## src/lsd_map.svh

```systemverilog
// Register map, field positions, reset values and detection counts of the loss-of-signal detector
`ifndef LSD_MAP_SVH
`define LSD_MAP_SVH

// Register indexes; byte address is four times the index
`define LSD_IDX_RX_MODE 8'h28
`define LSD_IDX_RX_CFG1 8'h29
`define LSD_IDX_MAINT1 8'h2c
`define LSD_IDX_IRQ_EN0 8'h33
`define LSD_IDX_IRQ_EDGE 8'h35
`define LSD_IDX_LINE_ST0 8'h36
`define LSD_IDX_IRQ_ST0 8'h3a
`define LSD_IDX_IRQ_CLR0 8'h3e

// Field positions
`define LSD_BIT_E1_MODE 0
`define LSD_BIT_CRIT 0
`define LSD_BIT_RAISE 1
`define LSD_BIT_SIGLOST 0
`define LSD_THR_MSB 4

// Reset values
`define LSD_RST_THR 5'h00
`define LSD_RST_BIT 1'b0

// Declare run lengths in bit intervals
`define LSD_RUN_T1_ANSI 12'd175
`define LSD_RUN_T1_I431 12'd1544
`define LSD_RUN_E1_G775 12'd32
`define LSD_RUN_E1_I431 12'd2048

// Hopping window parameters
`define LSD_WIN_T1 8'd128
`define LSD_WIN_E1 8'd32
`define LSD_MARKS_T1 8'd16
`define LSD_MARKS_E1 8'd4
`define LSD_ZRUN_T1 8'd100
`define LSD_ZRUN_E1 8'd16

`endif

```

## src/lsd_pkg.sv

```systemverilog
// Types shared by the loss-of-signal detector modules
package lsd_pkg;
  typedef enum logic {LSD_SIG_OK, LSD_SIG_LOST} lsd_state_t;
endpackage

```

## src/lsd_top.sv

```systemverilog
// Per-link loss-of-signal detector with APB register slave
//
// Our own choice: the APB slave port.
`timescale 1ns/1ns
`default_nettype none
`include "lsd_map.svh"
module lsd_top
  import lsd_pkg::*;
#(
  parameter int RUN_W = 12
) (
  input wire logic pclk,
  input wire logic presetn,
  input wire logic psel,
  input wire logic penable,
  input wire logic pwrite,
  input wire logic [9:0] paddr,
  input wire logic [31:0] pwdata,
  output logic [31:0] prdata,
  output logic pready,
  output logic pslverr,
  input wire logic rx_bit_valid,
  input wire logic rx_amp_below,
  input wire logic rx_amp_above,
  input wire logic rx_mark,
  output logic [4:0] amplitude_threshold_sel,
  output logic rx_data_out,
  output logic rx_data_valid_out,
  output logic signal_lost,
  output logic irq_n
);
  // Software-visible control
  logic e1_mode_ff;
  logic [4:0] thr_sel_ff;
  logic criterion_select_ff;
  logic raise_ff;
  logic signal_lost_irq_enable_ff;
  logic signal_lost_edge_select_ff;

  // Bus slave state
  logic [31:0] prdata_ff;
  logic pready_ff, pslverr_ff;
  logic [7:0] idx;
  logic setup_ph, wr_acc, hit;
  logic [31:0] rd_val;
  logic clr_pulse;

  // Detector state
  lsd_state_t state_ff, nxt_state;
  logic [RUN_W-1:0] run_ff, nxt_run, run_limit;
  logic rx_data_ff, rx_valid_ff;
  logic dens_done, dens_pass;
  logic [7:0] win_len, min_marks, zero_lim;
  logic signal_lost_irq_flag;
  logic irq_n_w;
  logic signal_lost_state;

  assign signal_lost_state = (state_ff == LSD_SIG_LOST);

  // Word index from byte address bits 9:2, the two low bits are ignored
  assign idx = paddr[9:2];
  assign setup_ph = psel & ~penable;
  assign wr_acc = psel & penable & pready_ff & pwrite;

  // Read mux and decode; reserved bits read zero
  always_comb begin
    rd_val = 32'h0000_0000;
    hit = 1'b1;
    case (idx)
      `LSD_IDX_RX_MODE: rd_val[`LSD_BIT_E1_MODE] = e1_mode_ff;
      `LSD_IDX_RX_CFG1: rd_val[`LSD_THR_MSB:0] = thr_sel_ff;
      `LSD_IDX_MAINT1: begin
        rd_val[`LSD_BIT_CRIT] = criterion_select_ff;
        rd_val[`LSD_BIT_RAISE] = raise_ff;
      end
      `LSD_IDX_IRQ_EN0: rd_val[`LSD_BIT_SIGLOST] = signal_lost_irq_enable_ff;
      `LSD_IDX_IRQ_EDGE: rd_val[`LSD_BIT_SIGLOST] = signal_lost_edge_select_ff;
      `LSD_IDX_LINE_ST0: rd_val[`LSD_BIT_SIGLOST] = signal_lost_state;
      `LSD_IDX_IRQ_ST0: rd_val[`LSD_BIT_SIGLOST] = signal_lost_irq_flag;
      `LSD_IDX_IRQ_CLR0: rd_val = 32'h0000_0000; // Write-only, reads zero
      default: hit = 1'b0;
    endcase
  end

  // No wait state: answer is prepared in the setup cycle, so every bus output is a flop
  always_ff @(posedge pclk or negedge presetn) begin
    if (!presetn) begin
      prdata_ff <= 32'h0000_0000;
      pready_ff <= 1'b0;
      pslverr_ff <= 1'b0;
    end else begin
      pready_ff <= setup_ph;
      pslverr_ff <= setup_ph & ~hit;
      prdata_ff <= (setup_ph & ~pwrite & hit) ? rd_val : 32'h0000_0000;
    end
  end

  // Control registers, written at the access edge only
  always_ff @(posedge pclk or negedge presetn) begin
    if (!presetn) begin
      e1_mode_ff <= `LSD_RST_BIT;
      thr_sel_ff <= `LSD_RST_THR;
      criterion_select_ff <= `LSD_RST_BIT;
      raise_ff <= `LSD_RST_BIT;
      signal_lost_irq_enable_ff <= `LSD_RST_BIT;
      signal_lost_edge_select_ff <= `LSD_RST_BIT;
    end else if (wr_acc) begin
      case (idx)
        `LSD_IDX_RX_MODE: e1_mode_ff <= pwdata[`LSD_BIT_E1_MODE];
        `LSD_IDX_RX_CFG1: thr_sel_ff <= pwdata[`LSD_THR_MSB:0];
        `LSD_IDX_MAINT1: begin
          criterion_select_ff <= pwdata[`LSD_BIT_CRIT];
          raise_ff <= pwdata[`LSD_BIT_RAISE];
        end
        `LSD_IDX_IRQ_EN0: signal_lost_irq_enable_ff <= pwdata[`LSD_BIT_SIGLOST];
        `LSD_IDX_IRQ_EDGE: signal_lost_edge_select_ff <= pwdata[`LSD_BIT_SIGLOST];
        default: ;
      endcase
    end
  end

  // Clear pulse for the sticky flag, write one to clear
  assign clr_pulse = wr_acc & (idx == `LSD_IDX_IRQ_CLR0) & pwdata[`LSD_BIT_SIGLOST];

  // Declare run length for the active mode and criterion
  always_comb begin
    case ({e1_mode_ff, criterion_select_ff})
      2'b00: run_limit = RUN_W'(`LSD_RUN_T1_ANSI);
      2'b01: run_limit = RUN_W'(`LSD_RUN_T1_I431);
      2'b10: run_limit = RUN_W'(`LSD_RUN_E1_G775);
      default: run_limit = RUN_W'(`LSD_RUN_E1_I431);
    endcase
  end

  // Density window shape depends on line mode only
  always_comb begin
    if (e1_mode_ff) begin
      win_len = `LSD_WIN_E1;
      min_marks = `LSD_MARKS_E1;
      zero_lim = `LSD_ZRUN_E1;
    end else begin
      win_len = `LSD_WIN_T1;
      min_marks = `LSD_MARKS_T1;
      zero_lim = `LSD_ZRUN_T1;
    end
  end

  // Low-amplitude run counter; saturates so a late criterion change cannot wrap it
  always_comb begin
    nxt_run = run_ff;
    if (state_ff == LSD_SIG_LOST) begin
      nxt_run = '0;
    end else if (rx_bit_valid) begin
      if (!rx_amp_below) begin
        nxt_run = '0;
      end else if (run_ff < run_limit) begin
        nxt_run = run_ff + RUN_W'(1);
      end
    end
  end

  always_ff @(posedge pclk or negedge presetn) begin
    if (!presetn) begin
      run_ff <= '0;
    end else begin
      run_ff <= nxt_run;
    end
  end

  // Declare on amplitude run, clear on amplitude plus density together
  always_comb begin
    nxt_state = state_ff;
    case (state_ff)
      LSD_SIG_OK: begin
        if (nxt_run >= run_limit) begin
          nxt_state = LSD_SIG_LOST;
        end
      end
      LSD_SIG_LOST: begin
        if (dens_done && dens_pass) begin
          nxt_state = LSD_SIG_OK;
        end
      end
      default: nxt_state = LSD_SIG_OK;
    endcase
  end

  always_ff @(posedge pclk or negedge presetn) begin
    if (!presetn) begin
      state_ff <= LSD_SIG_OK;
    end else begin
      state_ff <= nxt_state;
    end
  end

  // Clearing checker, held idle while the signal is good so each search starts on a fresh block
  lsd_density u_density (
    .pclk(pclk),
    .presetn(presetn),
    .restart(state_ff == LSD_SIG_OK),
    .bit_valid(rx_bit_valid),
    .mark(rx_mark),
    .amp_ok(rx_amp_above),
    .win_len(win_len),
    .min_marks(min_marks),
    .zero_lim(zero_lim),
    .done(dens_done),
    .pass(dens_pass)
  );

  // Edge-selected interrupt
  lsd_irq u_irq (
    .pclk(pclk),
    .presetn(presetn),
    .state(signal_lost_state),
    .edge_sel(signal_lost_edge_select_ff),
    .enable(signal_lost_irq_enable_ff),
    .clear(clr_pulse),
    .flag(signal_lost_irq_flag),
    .irq_n(irq_n_w)
  );

  // Received data path, forced to ones while lost if insertion is on
  always_ff @(posedge pclk or negedge presetn) begin
    if (!presetn) begin
      rx_data_ff <= 1'b0;
      rx_valid_ff <= 1'b0;
    end else begin
      rx_valid_ff <= rx_bit_valid;
      rx_data_ff <= rx_mark | (signal_lost_state & raise_ff);
    end
  end

  assign prdata = prdata_ff;
  assign pready = pready_ff;
  assign pslverr = pslverr_ff;
  assign amplitude_threshold_sel = thr_sel_ff;
  assign rx_data_out = rx_data_ff;
  assign rx_data_valid_out = rx_valid_ff;
  assign signal_lost = (state_ff == LSD_SIG_LOST);
  assign irq_n = irq_n_w;
endmodule
`default_nettype wire

```

## src/lsd_density.sv

```systemverilog
// Hopping-window mark density and amplitude checker used for clearing loss of signal
`timescale 1ns/1ns
`default_nettype none
module lsd_density
  import lsd_pkg::*;
(
  input wire logic pclk,
  input wire logic presetn,
  input wire logic restart,
  input wire logic bit_valid,
  input wire logic mark,
  input wire logic amp_ok,
  input wire logic [7:0] win_len,
  input wire logic [7:0] min_marks,
  input wire logic [7:0] zero_lim,
  output logic done,
  output logic pass
);
  logic [7:0] bit_cnt_ff, mark_cnt_ff, zrun_ff;
  logic bad_ff, done_ff, pass_ff;
  logic [7:0] nxt_mark_cnt, nxt_zrun;
  logic nxt_bad, last_bit;

  // Per-bit updates of the current block
  always_comb begin
    nxt_mark_cnt = mark_cnt_ff + {7'h00, mark};
    nxt_zrun = mark ? 8'h00 : ((zrun_ff == 8'hff) ? zrun_ff : zrun_ff + 8'h01);
    nxt_bad = bad_ff | (nxt_zrun >= zero_lim) | ~amp_ok;
    last_bit = (bit_cnt_ff == win_len - 8'h01);
  end

  // Whole block judged at its last bit, then thrown away either way
  always_ff @(posedge pclk or negedge presetn) begin
    if (!presetn) begin
      bit_cnt_ff <= 8'h00;
      mark_cnt_ff <= 8'h00;
      zrun_ff <= 8'h00;
      bad_ff <= 1'b0;
    end else if (restart || (bit_valid && last_bit)) begin
      bit_cnt_ff <= 8'h00;
      mark_cnt_ff <= 8'h00;
      zrun_ff <= 8'h00;
      bad_ff <= 1'b0;
    end else if (bit_valid) begin
      bit_cnt_ff <= bit_cnt_ff + 8'h01;
      mark_cnt_ff <= nxt_mark_cnt;
      zrun_ff <= nxt_zrun;
      bad_ff <= nxt_bad;
    end
  end

  // One-cycle verdict pulses
  always_ff @(posedge pclk or negedge presetn) begin
    if (!presetn) begin
      done_ff <= 1'b0;
      pass_ff <= 1'b0;
    end else begin
      done_ff <= ~restart & bit_valid & last_bit;
      pass_ff <= ~restart & bit_valid & last_bit & ~nxt_bad & (nxt_mark_cnt >= min_marks);
    end
  end

  assign done = done_ff;
  assign pass = pass_ff;
endmodule
`default_nettype wire

```

## src/lsd_irq.sv

```systemverilog
// Edge-selected sticky interrupt flag and active-low interrupt output
`timescale 1ns/1ns
`default_nettype none
module lsd_irq
  import lsd_pkg::*;
(
  input wire logic pclk,
  input wire logic presetn,
  input wire logic state,
  input wire logic edge_sel,
  input wire logic enable,
  input wire logic clear,
  output logic flag,
  output logic irq_n
);
  logic state_d_ff, flag_ff, irq_n_ff;
  logic set_evt;

  // Rising edge always counts, falling edge only when selected
  assign set_evt = (state & ~state_d_ff) | (edge_sel & ~state & state_d_ff);

  // Set wins over a clear in the same cycle so no event is lost
  always_ff @(posedge pclk or negedge presetn) begin
    if (!presetn) begin
      state_d_ff <= 1'b0;
      flag_ff <= 1'b0;
      irq_n_ff <= 1'b1;
    end else begin
      state_d_ff <= state;
      flag_ff <= set_evt | (flag_ff & ~clear);
      irq_n_ff <= ~(flag_ff & enable);
    end
  end

  assign flag = flag_ff;
  assign irq_n = irq_n_ff;
endmodule
`default_nettype wire

```

## config.mk

```make
export PLATFORM = sky130hd
export DESIGN_NAME = lsd_top
export DESIGN_NICKNAME = d
export VERILOG_FILES = /design/src/lsd_pkg.sv /design/src/lsd_top.sv /design/src/lsd_density.sv /design/src/lsd_irq.sv
export VERILOG_INCLUDE_DIRS = /design/src
export SDC_FILE = /design/constraint.sdc
export NUM_CORES = 1
export LEC_CHECK = 0
export BUFFER_PORTS_ARGS = -buffer_cell sky130_fd_sc_hd__buf_2
export CORE_MARGIN = 2
export CORE_UTILIZATION = 54
export CTS_CLUSTER_DIAMETER = 50
export DETAILED_ROUTE_END_ITERATION = 10
export PLACE_DENSITY = 0.84
export SLEW_MARGIN = 15
export SYNTH_ARGS = -nofsm -noshare
export SYNTH_HDL_FRONTEND = slang
export SYNTH_SLANG_ARGS = --single-unit
```

## constraint.sdc

```tcl
create_clock -name pclk -period 5.1 [get_ports pclk]
set_input_delay 0.255 -clock pclk [delete_from_list [all_inputs] [get_ports pclk]]
set_output_delay 0.255 -clock pclk [all_outputs]
set_load 0.05 [all_outputs]
```

# Word-level counts from Yosys, hierarchy flattened
# Index checks and enable logic that the tools add are counted.
# W data, S select, Z words.
classes:
  add_sub_neg: 5
  n_mul: 0
  div_mod_pow: 0
  n_lt_le_gt_ge: 4
  n_eq_ne: 12
  n_shift: 0
  muxes: 26
  bitwise_logic: 33
  reduce_logical: 11
op_table:
  columns: ["op", "n"]
  rows:
  - ["$mux W8", 9]
  - ["$eq A8 B6 Y1 const B", 8]
  - ["$mux W12", 4]
  - ["$pmux W12 S3", 1]
  - ["$and A1 B1 Y1", 19]
  - ["$add A8 B1 Y8 const B", 2]
  - ["$add A12 B1 Y12 const B", 1]
  - ["$ge A12 B12 Y1", 1]
  - ["$lt A12 B12 Y1", 1]
  - ["$mux W5", 2]
  - ["$reduce_and A2 Y1", 5]
  - ["$not A1 Y1", 9]
  - ["$add A8 B1 Y8", 1]
  - ["$eq A8 B8 Y1", 1]
  - ["$eq A8 B8 Y1 const B", 1]
  - ["$ge A8 B5 Y1", 1]
  - ["$ge A8 B7 Y1", 1]
  - ["$reduce_or A8 Y1", 1]
  - ["$sub A8 B1 Y8 const B", 1]
  - ["$mux W7", 1]
  - ["$pmux W1 S7", 1]
  - ["$mux W1", 5]
  - ["$or A1 B1 Y1", 5]
  - ["$pmux W1 S2", 2]
  - ["other kinds (7)", 8]
totals:
  reg_bits: 62
  latchBits: 0
  mem_bits_rw: 0
  romBits: 0
  input_bits: 51
  output_inout_bits: 43
  wordCells: 113
  n_memories: 0

# Depth between registers and ports, before layout
depth:
  ltp_word: 10
  ltp_mapped: 16
  mapped_depth_nobuf: 16

# Hierarchy
# From an unflattened synthesis, not the netlist that was laid out.
hier_totals:
  cells_unflattened: 479
  hier_area_um2: 4501.8
by_module_without_submodules:
  columns: ["mod", "n_inst", "cells_each", "area_per_inst_um2", "seq_area_each_um2"]
  rows:
  - ["lsd_top", 1, 234, 2259.7, 800.8]
  - ["lsd_density", 1, 237, 2133.3, 675.6]
  - ["lsd_irq", 1, 8, 108.9, 76.3]

# Least setup slack after synthesis
# No wires, ideal clock.
synth_timing:
  path_type: "register to register"
  startpoint: "register e1_mode_ff"
  endpoint: "register state_ff, in the netlist signal_lost"
  setup_time_ps: 132
  arrival_ps: 3425
  required_ps: 4968
  setup_slack_ps: 1543
  path_stages_with_launch: 15
  n_path_buf: 0
  synth_period_minus_slack_ps: 3557
  path_cell_list: "dfrtp_1 or2_2 ha_1 nor4_4 a211oi_2 a211oi_2 and4_2 nand3_1 xor2_1 nor2_1 ha_1 and3_1 a2111oi_0 o41a_1 a31oi_1"
synth_via:
  elab_chain_len: 10
  elab_cells_between_ends: 12
  cone_classes: "order compare (2); eq/ne (2); mux (7); reduce/logical (1)"
synth_rtl:
  columns: ["element", "line_no", "source"]
  rows:
  - ["start: declaration", "lsd_top.sv:33", "logic e1_mode_ff;"]
  - ["start signal: assignment", "lsd_top.sv:101", "e1_mode_ff <= `LSD_RST_BIT;"]
  - ["start signal: assignment", "lsd_top.sv:109", "`LSD_IDX_RX_MODE: e1_mode_ff <= pwdata[`LSD_BIT_E1_MODE];"]
  - ["$eq A2 B2 Y1, or another cell as far along", "lsd_top.sv:127", "case ({e1_mode_ff, criterion_select_ff})"]
  - ["$pmux W12 S3 (*)", "lsd_top.sv:127", null]
  - ["$lt A12 B12 Y1 (*)", "lsd_top.sv:156", "end else if (run_ff < run_limit) begin"]
  - ["$mux W12 (*)", "lsd_top.sv:156", null]
  - ["$mux W12 (*)", "lsd_top.sv:154", "if (!rx_amp_below) begin"]
  - ["$mux W12 (*)", "lsd_top.sv:153", "end else if (rx_bit_valid) begin"]
  - ["$mux W12 (*)", "lsd_top.sv:151", "if (state_ff == LSD_SIG_LOST) begin"]
  - ["via nxt_run[11]", "lsd_top.sv:50", "logic [RUN_W-1:0] run_ff, nxt_run, run_limit;"]
  - ["$ge A12 B12 Y1 (*)", "lsd_top.sv:175", "if (nxt_run >= run_limit) begin"]
  - ["$mux W1 (*)", "lsd_top.sv:175", null]
  - ["$pmux W1 S2 (*)", "lsd_top.sv:173", "case (state_ff)"]
  - ["via nxt_state", "lsd_top.sv:49", "lsd_state_t state_ff, nxt_state;"]
  - ["end signal: assignment", "lsd_top.sv:192", "state_ff <= nxt_state;"]
  - ["end: declaration", "lsd_top.sv:49", null]
# Mark *: on every way through the listed nets, which the timed path passes. The rest lies on a longest branch.
# A chain may end at the register's enable or synchronous reset.

# Worst setup path after layout
# Same ends and word-level chain as after synthesis.

==> run_results.csv <==
group,metric,value,unit
run_status,status,"finished clean",
clock_tree,cts_sinks,62,
cells_and_area,drive_above_1_share,0.163,
routing,drcViolationCount,0,
floorplan,die-area,7880,µm²
placed_design,dp.final_hpwl,5580,µm
clock_tree,postCtsSetupRepairBufs,0,
routing,wl_per_cell,15.2,µm
global_route,grt_pass1_vias,2939,
clock_tree,cts_root_buf,"clkbuf_8",
clock_tree,cts_tree,"built",
timing,finalSetupTns,0,ns
worst_setup_path,arrival,4.48,ns
timing,skew,0.0101,ns
worst_setup_path,required,5.33,ns
clock_tree,ctsLongestPathBuffers,2,
timing,rsz0062_at_grt,"no",
routing,final_antenna_net_count,0,
timing,maxSlewViolCount,0,
worst_setup_path,ff2ff_setup_slack,0.85,ns
routing,wl,8360,µm
floorplan,die_h,88.8,µm
placed_design,place.port_buffers,37,
routing,viasPerCell,5.73,
floorplan,pin_count,94,
global_route,grt_pass1_wl,13400,µm
global_route,grt_usage,0.223,
synth,synth-edff-count,0,
placed_design,dp.cells,533,
routing,drt_pass1_iterations,5,
timing,max_freq,0.235,GHz
global_route,grt_overflow_total,0,
worst_setup_path,worstSetupStartpointType,"flop",
timing,fin_crit,4.25,ns
synth,ys_seq_area_frac,0.400,
synth,syn_area_per_cell,9.39,µm²
pwr,p_per_area,284,nW/µm²
worst_setup_path,crit_type,"reg2reg",
floorplan,core,6870,µm²
timing,hold_ws,0.0556,ns
cells_and_area,fillers,537,
timing,hold_violations,0,
timing,slew_headroom,0.207,
job,maxCapViolCount,0,
synth,ys_types,58,
synth,synthCells,413,
cells_and_area,final_cell_mix,"61 x dfrtp_1, 43 x nand2_1, 43 x nor2_1, 37 x buf_2, 28 x ha_1",
synth,postSynthRegisterBits,62,
clock_tree,numCtsBuffers,9,
synth,synthArstFlopShare,1.00,
floorplan,core.rowCount,30,
cells_and_area,stdcell_count,549,
timing,period_share,0.833,
floorplan,start_util,0.565,
floorplan,die_width,88.8,µm
routing,vias,3145,
worst_setup_path,crit_path_end_kind,"flop",
worst_setup_path,crit_fanout,13,
clock_tree,clock_latency,0.36,ns
timing,setup_viol,0,
cells_and_area,syn2layout_area_growth,11.0,%
synth,ys.flop_type,"dfrtp_1",
timing,worst-slew-pin-transition,1.19,ns
global_route,grt_max_degree,63,
cells_and_area,n_antenna_cell,0,
synth,netlist_area,3880,µm²
clock_tree,path_clk_slew,0.07,ns
clock_tree,htreeDepth,3,
cells_and_area,layout_commonest_cell,"dfrtp_1",
placed_design,routabilityCongestion,0.882,
synth,yosys_warnings,0,
global_route,antenna_found_initial,0,
cells_and_area,final_nets,527,
clock_tree,cts_hold_buf,0,
min_path,worstHoldPathType,"in2async",
pwr,p_leak,0.00206,µW
routing,first_iter_violations,160,
clock_tree,ctsResizeCount,0,
pwr,vdd_drop_max,0.153,mV
sequential cells by signal, summed over array words and instances, names as in the netlist, 5 cells and up:
| register | cells |
|---|---|
| run_ff | 12 |
| u_density.bit_cnt_ff | 8 |
| u_density.mark_cnt_ff | 8 |
| u_density.zrun_ff | 8 |
| amplitude_threshold_sel | 5 |
| prdata | 5 |
worst max-delay path: stages (launching register included):
cell	delay (ns)
dfrtp_1	0.71
inv_1	0.26
nand2_1	0.24
ha_1	0.29
nand3_1	0.15
nor4_1	0.08
a211oi_2	0.41
and4_2	0.34
nand3_1	0.10
xor2_1	0.18
nor2_1	0.09
ha_1	0.33
and3_1	0.21
a2111oi_0	0.44
o41a_1	0.22
a31oi_1	0.08
metal layers:
layer | up-vias | wire length, µm | GRT usage
met5 | - | 0 | 0
met4 | 0 | 159 | 0.0813
met3 | 15 | 403 | 0.0597
met2 | 94 | 4220 | 0.395
met1 | 1538 | 3580 | 0.260
li1 | 1498 | - | -
worst paths after layout:
| path | startpoint | to | cells past startpoint |
|---|---|---|---|
| worst max-delay path | e1_mode_ff | signal_lost | 15 |
| worst min-delay path | presetn | u_density.bit_cnt_ff[7] | 2 |
| worst max register to register | e1_mode_ff | signal_lost | 15 |
| worst min register to register | u_irq.flag | u_irq.irq_n | 1 |
| max in group asynchronous | presetn | amplitude_threshold_sel[4] | 2 |
| min in group pclk | pwrite | prdata[0] | 2 |
report_power, final:
part           switching [µW]  internal, µW
Combinational            91.5          28.2
Clock                     209           387
Sequential               9.23           500
Total                     309           914
layout make-up:
cell class / instances / area, µm² / share of cell area
sequential: 62 / 1550 / 0.361
clock inverter: 6 / 133 / 0.0308
timing repair buffer: 38 / 193 / 0.0448
inverter: 10 / 37.5 / 0.00872
tap: 96 / 120 / 0.0279
multi-input combinational: 327 / 2130 / 0.495
clock buffer: 10 / 138 / 0.0320
through the flow:
stage	total power (µW)	utilization	worst slack, ns	area [µm²]
global route	1260	0.627	0.527	4310
CTS	1230	0.627	0.849	4310
global placement	633	0.587	1.07	4040
detailed placement	637	0.587	0.931	4040
finish	1220	0.627	0.850	4310
floorplan	620	-	1.54	3980
cell usage after synthesis (all sizes together), types with 2 or more instances:
| library cell | count | share of area |
|---|---|---|
| dfrtp | 61 | 0.39 |
| nand2 | 43 | 0.042 |
| nor2 | 43 | 0.042 |
| buf | 30 | 0.056 |
| ha | 28 | 0.090 |
| o21ai | 19 | 0.025 |
| nand3 | 18 | 0.023 |
| xor2 | 15 | 0.034 |
| a21oi | 11 | 0.014 |
| xnor2 | 11 | 0.025 |
| clkbuf | 10 | 0.0097 |
| inv | 10 | 0.0097 |
| mux2 | 10 | 0.029 |
| nand4 | 7 | 0.011 |
| a22o | 6 | 0.014 |
| and2 | 6 | 0.010 |
| and3 | 6 | 0.010 |
| nor3b | 6 | 0.012 |
| nor4 | 6 | 0.014 |
| a31oi | 5 | 0.0097 |
| nand3b | 5 | 0.0097 |
| o31ai | 5 | 0.0097 |
| a21o | 4 | 0.0077 |
| and4 | 4 | 0.0094 |
| nand2b | 4 | 0.0064 |
| nor2b | 4 | 0.0064 |
| a211oi | 3 | 0.0084 |
| nand4b | 3 | 0.0068 |
| nor3 | 3 | 0.0039 |
| o211ai | 3 | 0.0058 |
| or2 | 3 | 0.0048 |
| a32oi | 2 | 0.0045 |
| o22ai | 2 | 0.0032 |
| or4 | 2 | 0.0039 |
cells by family after synthesis:
logic type      share of synthesized area
compound gates                      0.122
xor+xnor                           0.0587
fa+ha+maj                          0.0903
buf+inv                            0.0755
flops                               0.400
mux                                0.0316
other cells                      0.000967
simple gates                        0.221
Power figures use the tool's default switching activity.
